## src/shared/cfsi_pkg.sv

```systemverilog
package cfsi_pkg;

  localparam int DATA_W = 16;
  localparam int ADDR_W = 4;
  localparam int PTR_W = 6;
  localparam int BUF_IDX_W = 5;
  localparam int ERR_W = 6;

  localparam logic [ADDR_W-1:0] ADDR_FIFO_STATUS = 4'h0;
  localparam logic [ADDR_W-1:0] ADDR_EVENT_FLAG = 4'h1;
  localparam logic [ADDR_W-1:0] ADDR_EVENT_ENABLE = 4'h2;

  localparam int FIFO_WPTR_LSB = 8;
  localparam int FIFO_RPTR_LSB = 0;

  localparam int ERR_LSB = 8;
  localparam int TX_BUSOFF_BIT = 13;
  localparam int TX_PASSIVE_BIT = 12;
  localparam int RX_PASSIVE_BIT = 11;
  localparam int TX_WARNING_BIT = 10;
  localparam int RX_WARNING_BIT = 9;
  localparam int ANY_WARNING_BIT = 8;

  localparam int INVALID_MSG_BIT = 7;
  localparam int WAKEUP_BIT = 6;
  localparam int ERROR_EVENT_BIT = 5;
  localparam int FIFO_ALMOST_FULL_BIT = 3;
  localparam int RX_OVERFLOW_BIT = 2;
  localparam int RX_BUFFER_BIT = 1;
  localparam int TX_BUFFER_BIT = 0;

  localparam logic [DATA_W-1:0] EVENT_MASK = 16'h00ef;
  localparam logic [DATA_W-1:0] FIFO_STATUS_MASK = 16'h3f3f;
  localparam logic [DATA_W-1:0] FLAG_STATUS_MASK = 16'h3fef;
  localparam logic [DATA_W-1:0] REG_RESET = 16'h0000;
  localparam logic [PTR_W-1:0] PTR_RESET = 6'h00;
  localparam logic [ERR_W-1:0] ERR_RESET = 6'h00;

  typedef struct packed {
    logic                  wr;
    logic                  rd;
    logic [ADDR_W-1:0]     addr;
    logic [DATA_W-1:0]     wdata;
  } cfsi_bus_s;

  typedef struct packed {
    logic invalid_msg;
    logic wakeup;
    logic fifo_almost_full;
    logic rx_overflow;
    logic rx_buffer;
    logic tx_buffer;
  } cfsi_event_s;

  typedef struct packed {
    logic tx_busoff;
    logic tx_passive;
    logic rx_passive;
    logic tx_warning;
    logic rx_warning;
  } cfsi_err_s;

  typedef struct packed {
    logic                  wr_load;
    logic [BUF_IDX_W-1:0]  wr_idx;
    logic                  rd_load;
    logic [BUF_IDX_W-1:0]  rd_idx;
  } cfsi_ptr_s;

  typedef struct packed {
    logic [DATA_W-1:0]     flags;
    logic [DATA_W-1:0]     enable;
    logic [PTR_W-1:0]      wptr;
    logic [PTR_W-1:0]      rptr;
    logic [ERR_W-1:0]      err;
    logic [DATA_W-1:0]     rdata;
  } cfsi_state_s;

endpackage

```

## src/logic/cfsi_flags.sv

```systemverilog
// Operation
// - FIFO write pointer readable, buffers 0 to 31.
// - FIFO next read pointer readable, same encoding.
// - Unused register bits read zero, ignore writes.
// - Bit 13 shows transmitter bus-off state.
// - Bit 12 shows transmitter error-passive state.
// - Bit 11 shows receiver error-passive state.
// - Bit 10 shows transmitter error-warning state.
// - Bit 9 shows receiver error-warning state.
// - Bit 8 shows either side warning.
// - Any error-state bit rising sets bit 5.
// - Invalid message event sets bit 7.
// - Bus wake-up activity sets bit 6.
// - FIFO almost full sets bit 3.
// - Receive buffer overflow sets bit 2.
// - Receive buffer event sets bit 1.
// - Transmit buffer event sets bit 0.
// - Software clears flags by writing zero only.
// - Each flag has a matching enable bit.
//
// The register offsets and the plain strobed port were left to the implementer.

`timescale 1ns/100ps

module cfsi_flags
  import cfsi_pkg::*;
(
  input  wire logic        MCLK,
  input  wire logic        RST,
  input  cfsi_bus_s        BUS,
  output logic [DATA_W-1:0] RDATA,
  input  cfsi_event_s      EVENTS,
  input  cfsi_err_s        ERR_STATE,
  input  cfsi_ptr_s        FIFO_PTR,
  output logic             IRQ
);

  cfsi_state_s             s_q;
  cfsi_state_s             s_d;
  logic [DATA_W-1:0]       ev_vec;
  logic [ERR_W-1:0]        err_now;
  logic [DATA_W-1:0]       fifo_rd;
  logic [DATA_W-1:0]       flag_rd;
  logic                    wr_flag;
  logic                    wr_enable;

  assign wr_flag = BUS.wr && (BUS.addr == ADDR_EVENT_FLAG);
  assign wr_enable = BUS.wr && (BUS.addr == ADDR_EVENT_ENABLE);

  // Read images are built from held state so a read never sees a half-updated word.
  always_comb
  begin
    fifo_rd = REG_RESET;
    fifo_rd[FIFO_WPTR_LSB +: PTR_W] = s_q.wptr;
    fifo_rd[FIFO_RPTR_LSB +: PTR_W] = s_q.rptr;
    flag_rd = s_q.flags & EVENT_MASK;
    flag_rd[ERR_LSB +: ERR_W] = s_q.err;
  end

  always_comb
  begin
    s_d = s_q;

    err_now = {ERR_STATE.tx_busoff,
               ERR_STATE.tx_passive,
               ERR_STATE.rx_passive,
               ERR_STATE.tx_warning,
               ERR_STATE.rx_warning,
               ERR_STATE.tx_warning | ERR_STATE.rx_warning};
    s_d.err = err_now;

    ev_vec = REG_RESET;
    ev_vec[INVALID_MSG_BIT] = EVENTS.invalid_msg;
    ev_vec[WAKEUP_BIT] = EVENTS.wakeup;
    // Only an entry into a state counts, so a long bus-off does not re-raise the flag.
    ev_vec[ERROR_EVENT_BIT] = |(err_now & ~s_q.err);
    ev_vec[FIFO_ALMOST_FULL_BIT] = EVENTS.fifo_almost_full;
    ev_vec[RX_OVERFLOW_BIT] = EVENTS.rx_overflow;
    ev_vec[RX_BUFFER_BIT] = EVENTS.rx_buffer;
    ev_vec[TX_BUFFER_BIT] = EVENTS.tx_buffer;

    // The pointer inputs are five bits wide, so bit 5 can never leave zero.
    if (FIFO_PTR.wr_load)
    begin
      s_d.wptr = {1'b0, FIFO_PTR.wr_idx};
    end
    if (FIFO_PTR.rd_load)
    begin
      s_d.rptr = {1'b0, FIFO_PTR.rd_idx};
    end

    if (wr_flag)
    begin
      s_d.flags = s_q.flags & BUS.wdata;
    end
    // Setting comes after clearing, so an event in the clearing cycle survives.
    s_d.flags = (s_d.flags | ev_vec) & EVENT_MASK;

    if (wr_enable)
    begin
      s_d.enable = BUS.wdata & EVENT_MASK;
    end

    s_d.rdata = REG_RESET;
    if (BUS.rd)
    begin
      case (BUS.addr)
        ADDR_FIFO_STATUS:  s_d.rdata = fifo_rd;
        ADDR_EVENT_FLAG:   s_d.rdata = flag_rd;
        ADDR_EVENT_ENABLE: s_d.rdata = s_q.enable;
        default:           s_d.rdata = REG_RESET;
      endcase
    end
  end

  always_ff @(posedge MCLK or posedge RST)
  begin
    if (RST)
    begin
      s_q.flags <= REG_RESET;
      s_q.enable <= REG_RESET;
      s_q.wptr <= PTR_RESET;
      s_q.rptr <= PTR_RESET;
      s_q.err <= ERR_RESET;
      s_q.rdata <= REG_RESET;
    end
    else
    begin
      s_q <= s_d;
    end
  end

  assign RDATA = s_q.rdata;
  // A combined level from the flag and enable registers; it drops the cycle after a clear or a disable.
  assign IRQ = |(s_q.flags & s_q.enable);

  AST_FIFO_READ:
  assert property (@(posedge MCLK) disable iff (RST)
    (BUS.rd && BUS.addr == ADDR_FIFO_STATUS)
    |=> RDATA == {2'b00, $past(s_q.wptr), 2'b00, $past(s_q.rptr)})
  else $error("FIFO status read returned wrong pointers");

  AST_WPTR_LOAD:
  assert property (@(posedge MCLK) disable iff (RST)
    FIFO_PTR.wr_load |=> s_q.wptr == {1'b0, $past(FIFO_PTR.wr_idx)})
  else $error("Write pointer did not take the loaded index");

  AST_RPTR_HOLD:
  assert property (@(posedge MCLK) disable iff (RST)
    !FIFO_PTR.rd_load |=> s_q.rptr == $past(s_q.rptr))
  else $error("Next read pointer moved without a load");

  AST_RPTR_LOAD:
  assert property (@(posedge MCLK) disable iff (RST)
    FIFO_PTR.rd_load |=> s_q.rptr == {1'b0, $past(FIFO_PTR.rd_idx)})
  else $error("Next read pointer did not take the loaded index");

  AST_UNUSED_ZERO:
  assert property (@(posedge MCLK) disable iff (RST)
    BUS.rd |=> ($past(BUS.addr) != ADDR_EVENT_FLAG || (RDATA & ~FLAG_STATUS_MASK) == REG_RESET)
      && ($past(BUS.addr) != ADDR_FIFO_STATUS || (RDATA & ~FIFO_STATUS_MASK) == REG_RESET)
      && ($past(BUS.addr) != ADDR_EVENT_ENABLE || (RDATA & ~EVENT_MASK) == REG_RESET))
  else $error("Unused bit read back as one");

  AST_ENABLE_UNUSED:
  assert property (@(posedge MCLK) disable iff (RST)
    wr_enable |=> (s_q.enable & ~EVENT_MASK) == REG_RESET)
  else $error("Enable register stored an unused bit");

  AST_BUSOFF:
  assert property (@(posedge MCLK) disable iff (RST)
    ##1 flag_rd[TX_BUSOFF_BIT] == $past(ERR_STATE.tx_busoff))
  else $error("Bus-off status does not follow the transmitter");

  AST_TX_PASSIVE:
  assert property (@(posedge MCLK) disable iff (RST)
    $rose(ERR_STATE.tx_passive) |=> flag_rd[TX_PASSIVE_BIT])
  else $error("Transmitter passive status missing");

  AST_RX_PASSIVE:
  assert property (@(posedge MCLK) disable iff (RST)
    ##1 flag_rd[RX_PASSIVE_BIT] == $past(ERR_STATE.rx_passive))
  else $error("Receiver passive status does not follow the receiver");

  AST_TX_WARNING:
  assert property (@(posedge MCLK) disable iff (RST)
    $fell(ERR_STATE.tx_warning) |=> !flag_rd[TX_WARNING_BIT])
  else $error("Transmitter warning status stuck high");

  AST_RX_WARNING:
  assert property (@(posedge MCLK) disable iff (RST)
    ##1 flag_rd[RX_WARNING_BIT] == $past(ERR_STATE.rx_warning))
  else $error("Receiver warning status does not follow the receiver");

  AST_ANY_WARNING:
  assert property (@(posedge MCLK) disable iff (RST)
    flag_rd[ANY_WARNING_BIT] == (flag_rd[TX_WARNING_BIT] | flag_rd[RX_WARNING_BIT]))
  else $error("Combined warning differs from its two sources");

  AST_ERROR_EVENT:
  assert property (@(posedge MCLK) disable iff (RST)
    (|(err_now & ~s_q.err)) |=> s_q.flags[ERROR_EVENT_BIT])
  else $error("Entry into an error state did not set the error flag");

  AST_ERROR_QUIET:
  assert property (@(posedge MCLK) disable iff (RST)
    (!s_q.flags[ERROR_EVENT_BIT] && err_now == s_q.err)
    |=> !s_q.flags[ERROR_EVENT_BIT])
  else $error("Error flag set without a state change");

  AST_INVALID_SET:
  assert property (@(posedge MCLK) disable iff (RST)
    EVENTS.invalid_msg |=> s_q.flags[INVALID_MSG_BIT])
  else $error("Invalid message event lost");

  AST_WAKEUP_SET:
  assert property (@(posedge MCLK) disable iff (RST)
    EVENTS.wakeup |=> s_q.flags[WAKEUP_BIT])
  else $error("Wake-up event lost");

  AST_ALMOST_FULL_SET:
  assert property (@(posedge MCLK) disable iff (RST)
    EVENTS.fifo_almost_full |=> s_q.flags[FIFO_ALMOST_FULL_BIT])
  else $error("FIFO almost full event lost");

  AST_OVERFLOW_SET:
  assert property (@(posedge MCLK) disable iff (RST)
    EVENTS.rx_overflow |=> s_q.flags[RX_OVERFLOW_BIT])
  else $error("Receive overflow event lost");

  AST_RX_BUFFER_SET:
  assert property (@(posedge MCLK) disable iff (RST)
    EVENTS.rx_buffer |=> s_q.flags[RX_BUFFER_BIT])
  else $error("Receive buffer event lost");

  AST_TX_BUFFER_SET:
  assert property (@(posedge MCLK) disable iff (RST)
    EVENTS.tx_buffer |=> s_q.flags[TX_BUFFER_BIT])
  else $error("Transmit buffer event lost");

  AST_WRITE_ONE_NO_SET:
  assert property (@(posedge MCLK) disable iff (RST)
    (wr_flag && !EVENTS.tx_buffer && !s_q.flags[TX_BUFFER_BIT])
    |=> !s_q.flags[TX_BUFFER_BIT])
  else $error("Software write set a flag");

  AST_WRITE_ZERO_CLEARS:
  assert property (@(posedge MCLK) disable iff (RST)
    (wr_flag && !BUS.wdata[RX_BUFFER_BIT] && !EVENTS.rx_buffer)
    |=> !s_q.flags[RX_BUFFER_BIT])
  else $error("Writing zero did not clear the flag");

  AST_SET_BEATS_CLEAR:
  assert property (@(posedge MCLK) disable iff (RST)
    (wr_flag && BUS.wdata == REG_RESET && EVENTS.wakeup)
    |=> s_q.flags[WAKEUP_BIT] && (!s_q.flags[TX_BUFFER_BIT] || $past(EVENTS.tx_buffer)))
  else $error("Event in the clearing cycle was lost");

  AST_FLAG_HOLD:
  assert property (@(posedge MCLK) disable iff (RST)
    (!wr_flag && s_q.flags[RX_OVERFLOW_BIT]) |=> s_q.flags[RX_OVERFLOW_BIT])
  else $error("Flag dropped without a software clear");

  AST_ENABLE_WRITE:
  assert property (@(posedge MCLK) disable iff (RST)
    wr_enable |=> s_q.enable == ($past(BUS.wdata) & EVENT_MASK))
  else $error("Enable register did not take the written value");

  AST_ENABLE_READ:
  assert property (@(posedge MCLK) disable iff (RST)
    (wr_enable ##1 (BUS.rd && BUS.addr == ADDR_EVENT_ENABLE))
    |=> RDATA == ($past(BUS.wdata, 2) & EVENT_MASK))
  else $error("Enable readback differs from the written value");

  AST_IRQ_MASKED:
  assert property (@(posedge MCLK) disable iff (RST)
    (wr_enable && BUS.wdata == REG_RESET) |=> !IRQ)
  else $error("Interrupt raised with all enables clear");

  AST_IRQ_RAISE:
  assert property (@(posedge MCLK) disable iff (RST)
    (s_q.enable[RX_OVERFLOW_BIT] && !wr_enable && EVENTS.rx_overflow) |=> IRQ)
  else $error("Enabled event did not raise the interrupt");

  AST_RESET_STATE:
  assert property (@(posedge MCLK)
    $fell(RST) |-> (s_q.flags == REG_RESET && s_q.enable == REG_RESET
      && s_q.wptr == PTR_RESET && s_q.rptr == PTR_RESET && !IRQ))
  else $error("State not cleared by reset");

endmodule // cfsi_flags

```

## config.mk

```make
export PLATFORM = sky130hd
export DESIGN_NAME = cfsi_flags
export DESIGN_NICKNAME = d
export VERILOG_FILES = /design/src/shared/cfsi_pkg.sv /design/src/logic/cfsi_flags.sv
export SDC_FILE = /design/constraint.sdc
export NUM_CORES = 1
export LEC_CHECK = 0
export BUFFER_PORTS_ARGS = -buffer_cell sky130_fd_sc_hd__buf_2
export CORE_MARGIN = 4
export CORE_UTILIZATION = 49
export DETAILED_ROUTE_END_ITERATION = 6
export HOLD_SLACK_MARGIN = 0.06
export PLACE_DENSITY = 0.77
export SLEW_MARGIN = 20
export SYNTH_ARGS = -nofsm -noshare
export SYNTH_HDL_FRONTEND = slang
export SYNTH_SLANG_ARGS = --single-unit
```

## constraint.sdc

```tcl
create_clock -name MCLK -period 1.5 [get_ports MCLK]
set_clock_uncertainty 0.1 [all_clocks]
set_input_delay 0.3 -clock MCLK [delete_from_list [all_inputs] [get_ports MCLK]]
set_output_delay 0.3 -clock MCLK [all_outputs]
set_load 0.01 [all_outputs]
```

==> out/results.tsv <==
metric	value	unit
run_status	complete, but fails checks	
violations	setup timing	
power.share.switching	21.9	%
timing_worst_setup_path_type	reg -> out	
clockBufferDepth	2	
cts-buffers-inserted	5	
max_cap_violations	0	
netlist.area_leader.share	58.1	%
critical_path.startpoint_type	register	
critical_path_required	1.10	ns
tritoncts_num_sinks	44	
fin_crit_sh	115	%
num_antenna_cells	0	
synth-async-reset-ratio	100	%
die_w	70.2	microns
internal-power	0.00204	W
min-delay-path-class	in -> reg	
seq_power_share	51.2	%
first_pass_iters	4	
maxClockFrequency	580	MHz
clock_latency_late_sink	0.30	ns
rows	22	
setup_slack_of_the_critical_path_after_layout	-0.225	ns
worst_hold_slack	0.0827	ns
final_util	63.5	%
cts.reportedPaths.clkPinSlew	0.08	ns
rsz0062_at_grt	yes	
first_pass_grt_wire_length	6180	microns
dp_cells	240	
post_synth_inst_count	153	
power.combinational.fraction	12.2	%
final-max-slew-violation-count	0	
avgSynthCellArea	12.4	sq um
post_layout_nonfiller_instances	256	
dr_total_vias	1269	
ys_seq_area_share	58.1	%
post-layout-total-power	0.00262	W
grt_usage	16.1	%
fin_setup_tns	-0.226	ns
final_antenna_net_count	0	
area_of_the_mapped_netlist	1890	sq um
cts_tree	built	
detailed_place_hpwl	2820	microns
detail_route.vias_per_cell	4.96	
number_of_h_tree_levels	2	
p_per_area	1120	nW/um^2
fin_crit	1.73	ns
seq_area	1100	sq um
synth-seq-cells	44	
synth.area.top_cells	dfrtp_1 (58%), mux2_2 (10%), buf_4 (6.3%)	
number_of_enable_flip_flop_cells_after_synthesis	0	
worst-endpoint-arrival	1.33	ns
power.net_switching	0.000573	W
drive_gt1_share	44.2	%
critPathCaptureType	output pin	
core	3690	sq um
drt-wirelength-per-cell	14.4	microns
ios	64	
clockRootBuffer	clkbuf_8	
synthMostInstantiatedCell	dfrtp_1	
gp_routability_congestion	0.884	
synth_area_leader_cell	dfrtp_1	
grt_pass1_vias	1317	
routed_wl	3670	microns
total_leakage_power	1.14	nW
ys_warnings	0	
max_ir_drop_vdd	0.000822	V
synth_cell_types	24	
syn_to_final_growth	23.6	%
dominantRegCellSynth	dfrtp_1	
largest_net_degree_at_the_start_of_global_routing	45	
cp_max_fo	2	
initial_core_util	51.4	%
initial_antenna_violation_count	0	
synth_top_cells_by_count	dfrtp_1 (44), mux2_2 (17), buf_4 (16)	
detail_route.drc_violations	0	
placement.io_buffers	52	
detailedRoute.firstIterationViolations	51	
fp.dieArea	4920	sq um
final-setup-viol-count	2	
final.fill_count	315	
die_height	70.2	microns
clock_power_share	36.7	%
total_nets_final	254	
grt.overflow.total	0	
multi_input_comb_area	641	sq um
finalHoldViolations	0	
-- worst max-delay path, cell delays in order, from the launching register on --
cell and delay, ns:
dfrtp_1 0.38, a222oi_1 0.35, nand3_1 0.14, buf_2 0.16
-- what timing repair did --
item | CTS | global route
endpoints found under the setup margin | 1 | 2
setup buffers | 3 | 0
resized for setup | 0 | 0
endpoints found under the hold margin | 49 | 0
pin swaps | 2 | 0
hold buffers | 6 | 0
-- final timing paths --
| path | from | to | slack [ns] | cells after the start |
|---|---|---|---|---|
| max in group asynchronous | RST | s_q[40]$_DFFE_PP0P_ | 0.58 | 4 |
| min | EVENTS[2] | flag_rd[2]$_DFF_PP0_ | 0.08 | 2 |
| min in group asynchronous | RST | flag_rd[10]$_DFF_PP0_ | 0.51 | 4 |
| max | s_q[41]$_DFFE_PP0P_ | IRQ | -0.23 | 3 |
| max reg2reg | flag_rd[3]$_DFF_PP0_ | RDATA[3]$_DFF_PP0_ | 0.36 | 4 |
| min reg2reg | flag_rd[13]$_DFF_PP0_ | RDATA[13]$_DFF_PP0_ | 0.41 | 2 |
-- cell usage in the layout, fill, tap and decap left out, types with 3 or more instances in the layout --
cell type / count
mux2_2: 17
dlygate4sd3_1: 6
o31ai_1: 6
inv_1: 3
nor2_1: 10
a21oi_1: 4
buf_4: 9
buf_2: 51
a22oi_1: 5
nand2_1: 5
clkbuf_8: 7
mux2i_1: 9
nand2b_1: 10
or2_2: 5
dfrtp_1: 44
-- sequential cells by signal, summed over array words and instances, names as in the netlist --
signal and cells:
RDATA 14, flag_rd 13, fifo_rd 10, s_q 7
-- metrics by stage --
stage                     cell area, sq um  worst slack (ns)
after floorplan                       1900            -0.101
after global placement                2140            -0.145
after detailed placement              2140            -0.171
after CTS                             2350            -0.205
after global routing                  2340            -0.281
final                                 2340            -0.225
-- power by group through the flow --
stage	clock [W]	sequential (W)	combinational [W]
after global placement	0	0.00135	0.000285
after floorplan	0	0.00134	0.000198
after global routing	0.00103	0.00135	0.000352
final	0.000959	0.00134	0.000318
after CTS	0.000979	0.00134	0.000322
after detailed placement	0	0.00136	0.000297
-- kinds of logic (layout without fill, tap and decap cells) --
family	Yosys count	after routing	synth area share [%]
compound gates	19	19	7.20
buf+inv	24	78	8.26
flops	44	44	58.1
mux	26	26	14.9
other cells	1	2	0.198
simple gates	39	39	11.4
-- area by class of cell --
class / count / area share, %
Timing Repair Buffer: 67 / 17.2
Sequential cell: 44 / 47.0
Tap cell: 48 / 2.56
Multi-Input combinational cell: 86 / 27.4
Inverter: 3 / 0.481
Clock inverter: 1 / 1.28
Clock buffer: 7 / 4.11
-- routing by layer --
metal  global-route usage [%]  routed length [microns]
met1                     18.9                     1560
met2                     27.2                     1820
met3                     6.04                      238
met4                     5.53                       54
met5                        0                        0
(Power assumes the default switching activity.)
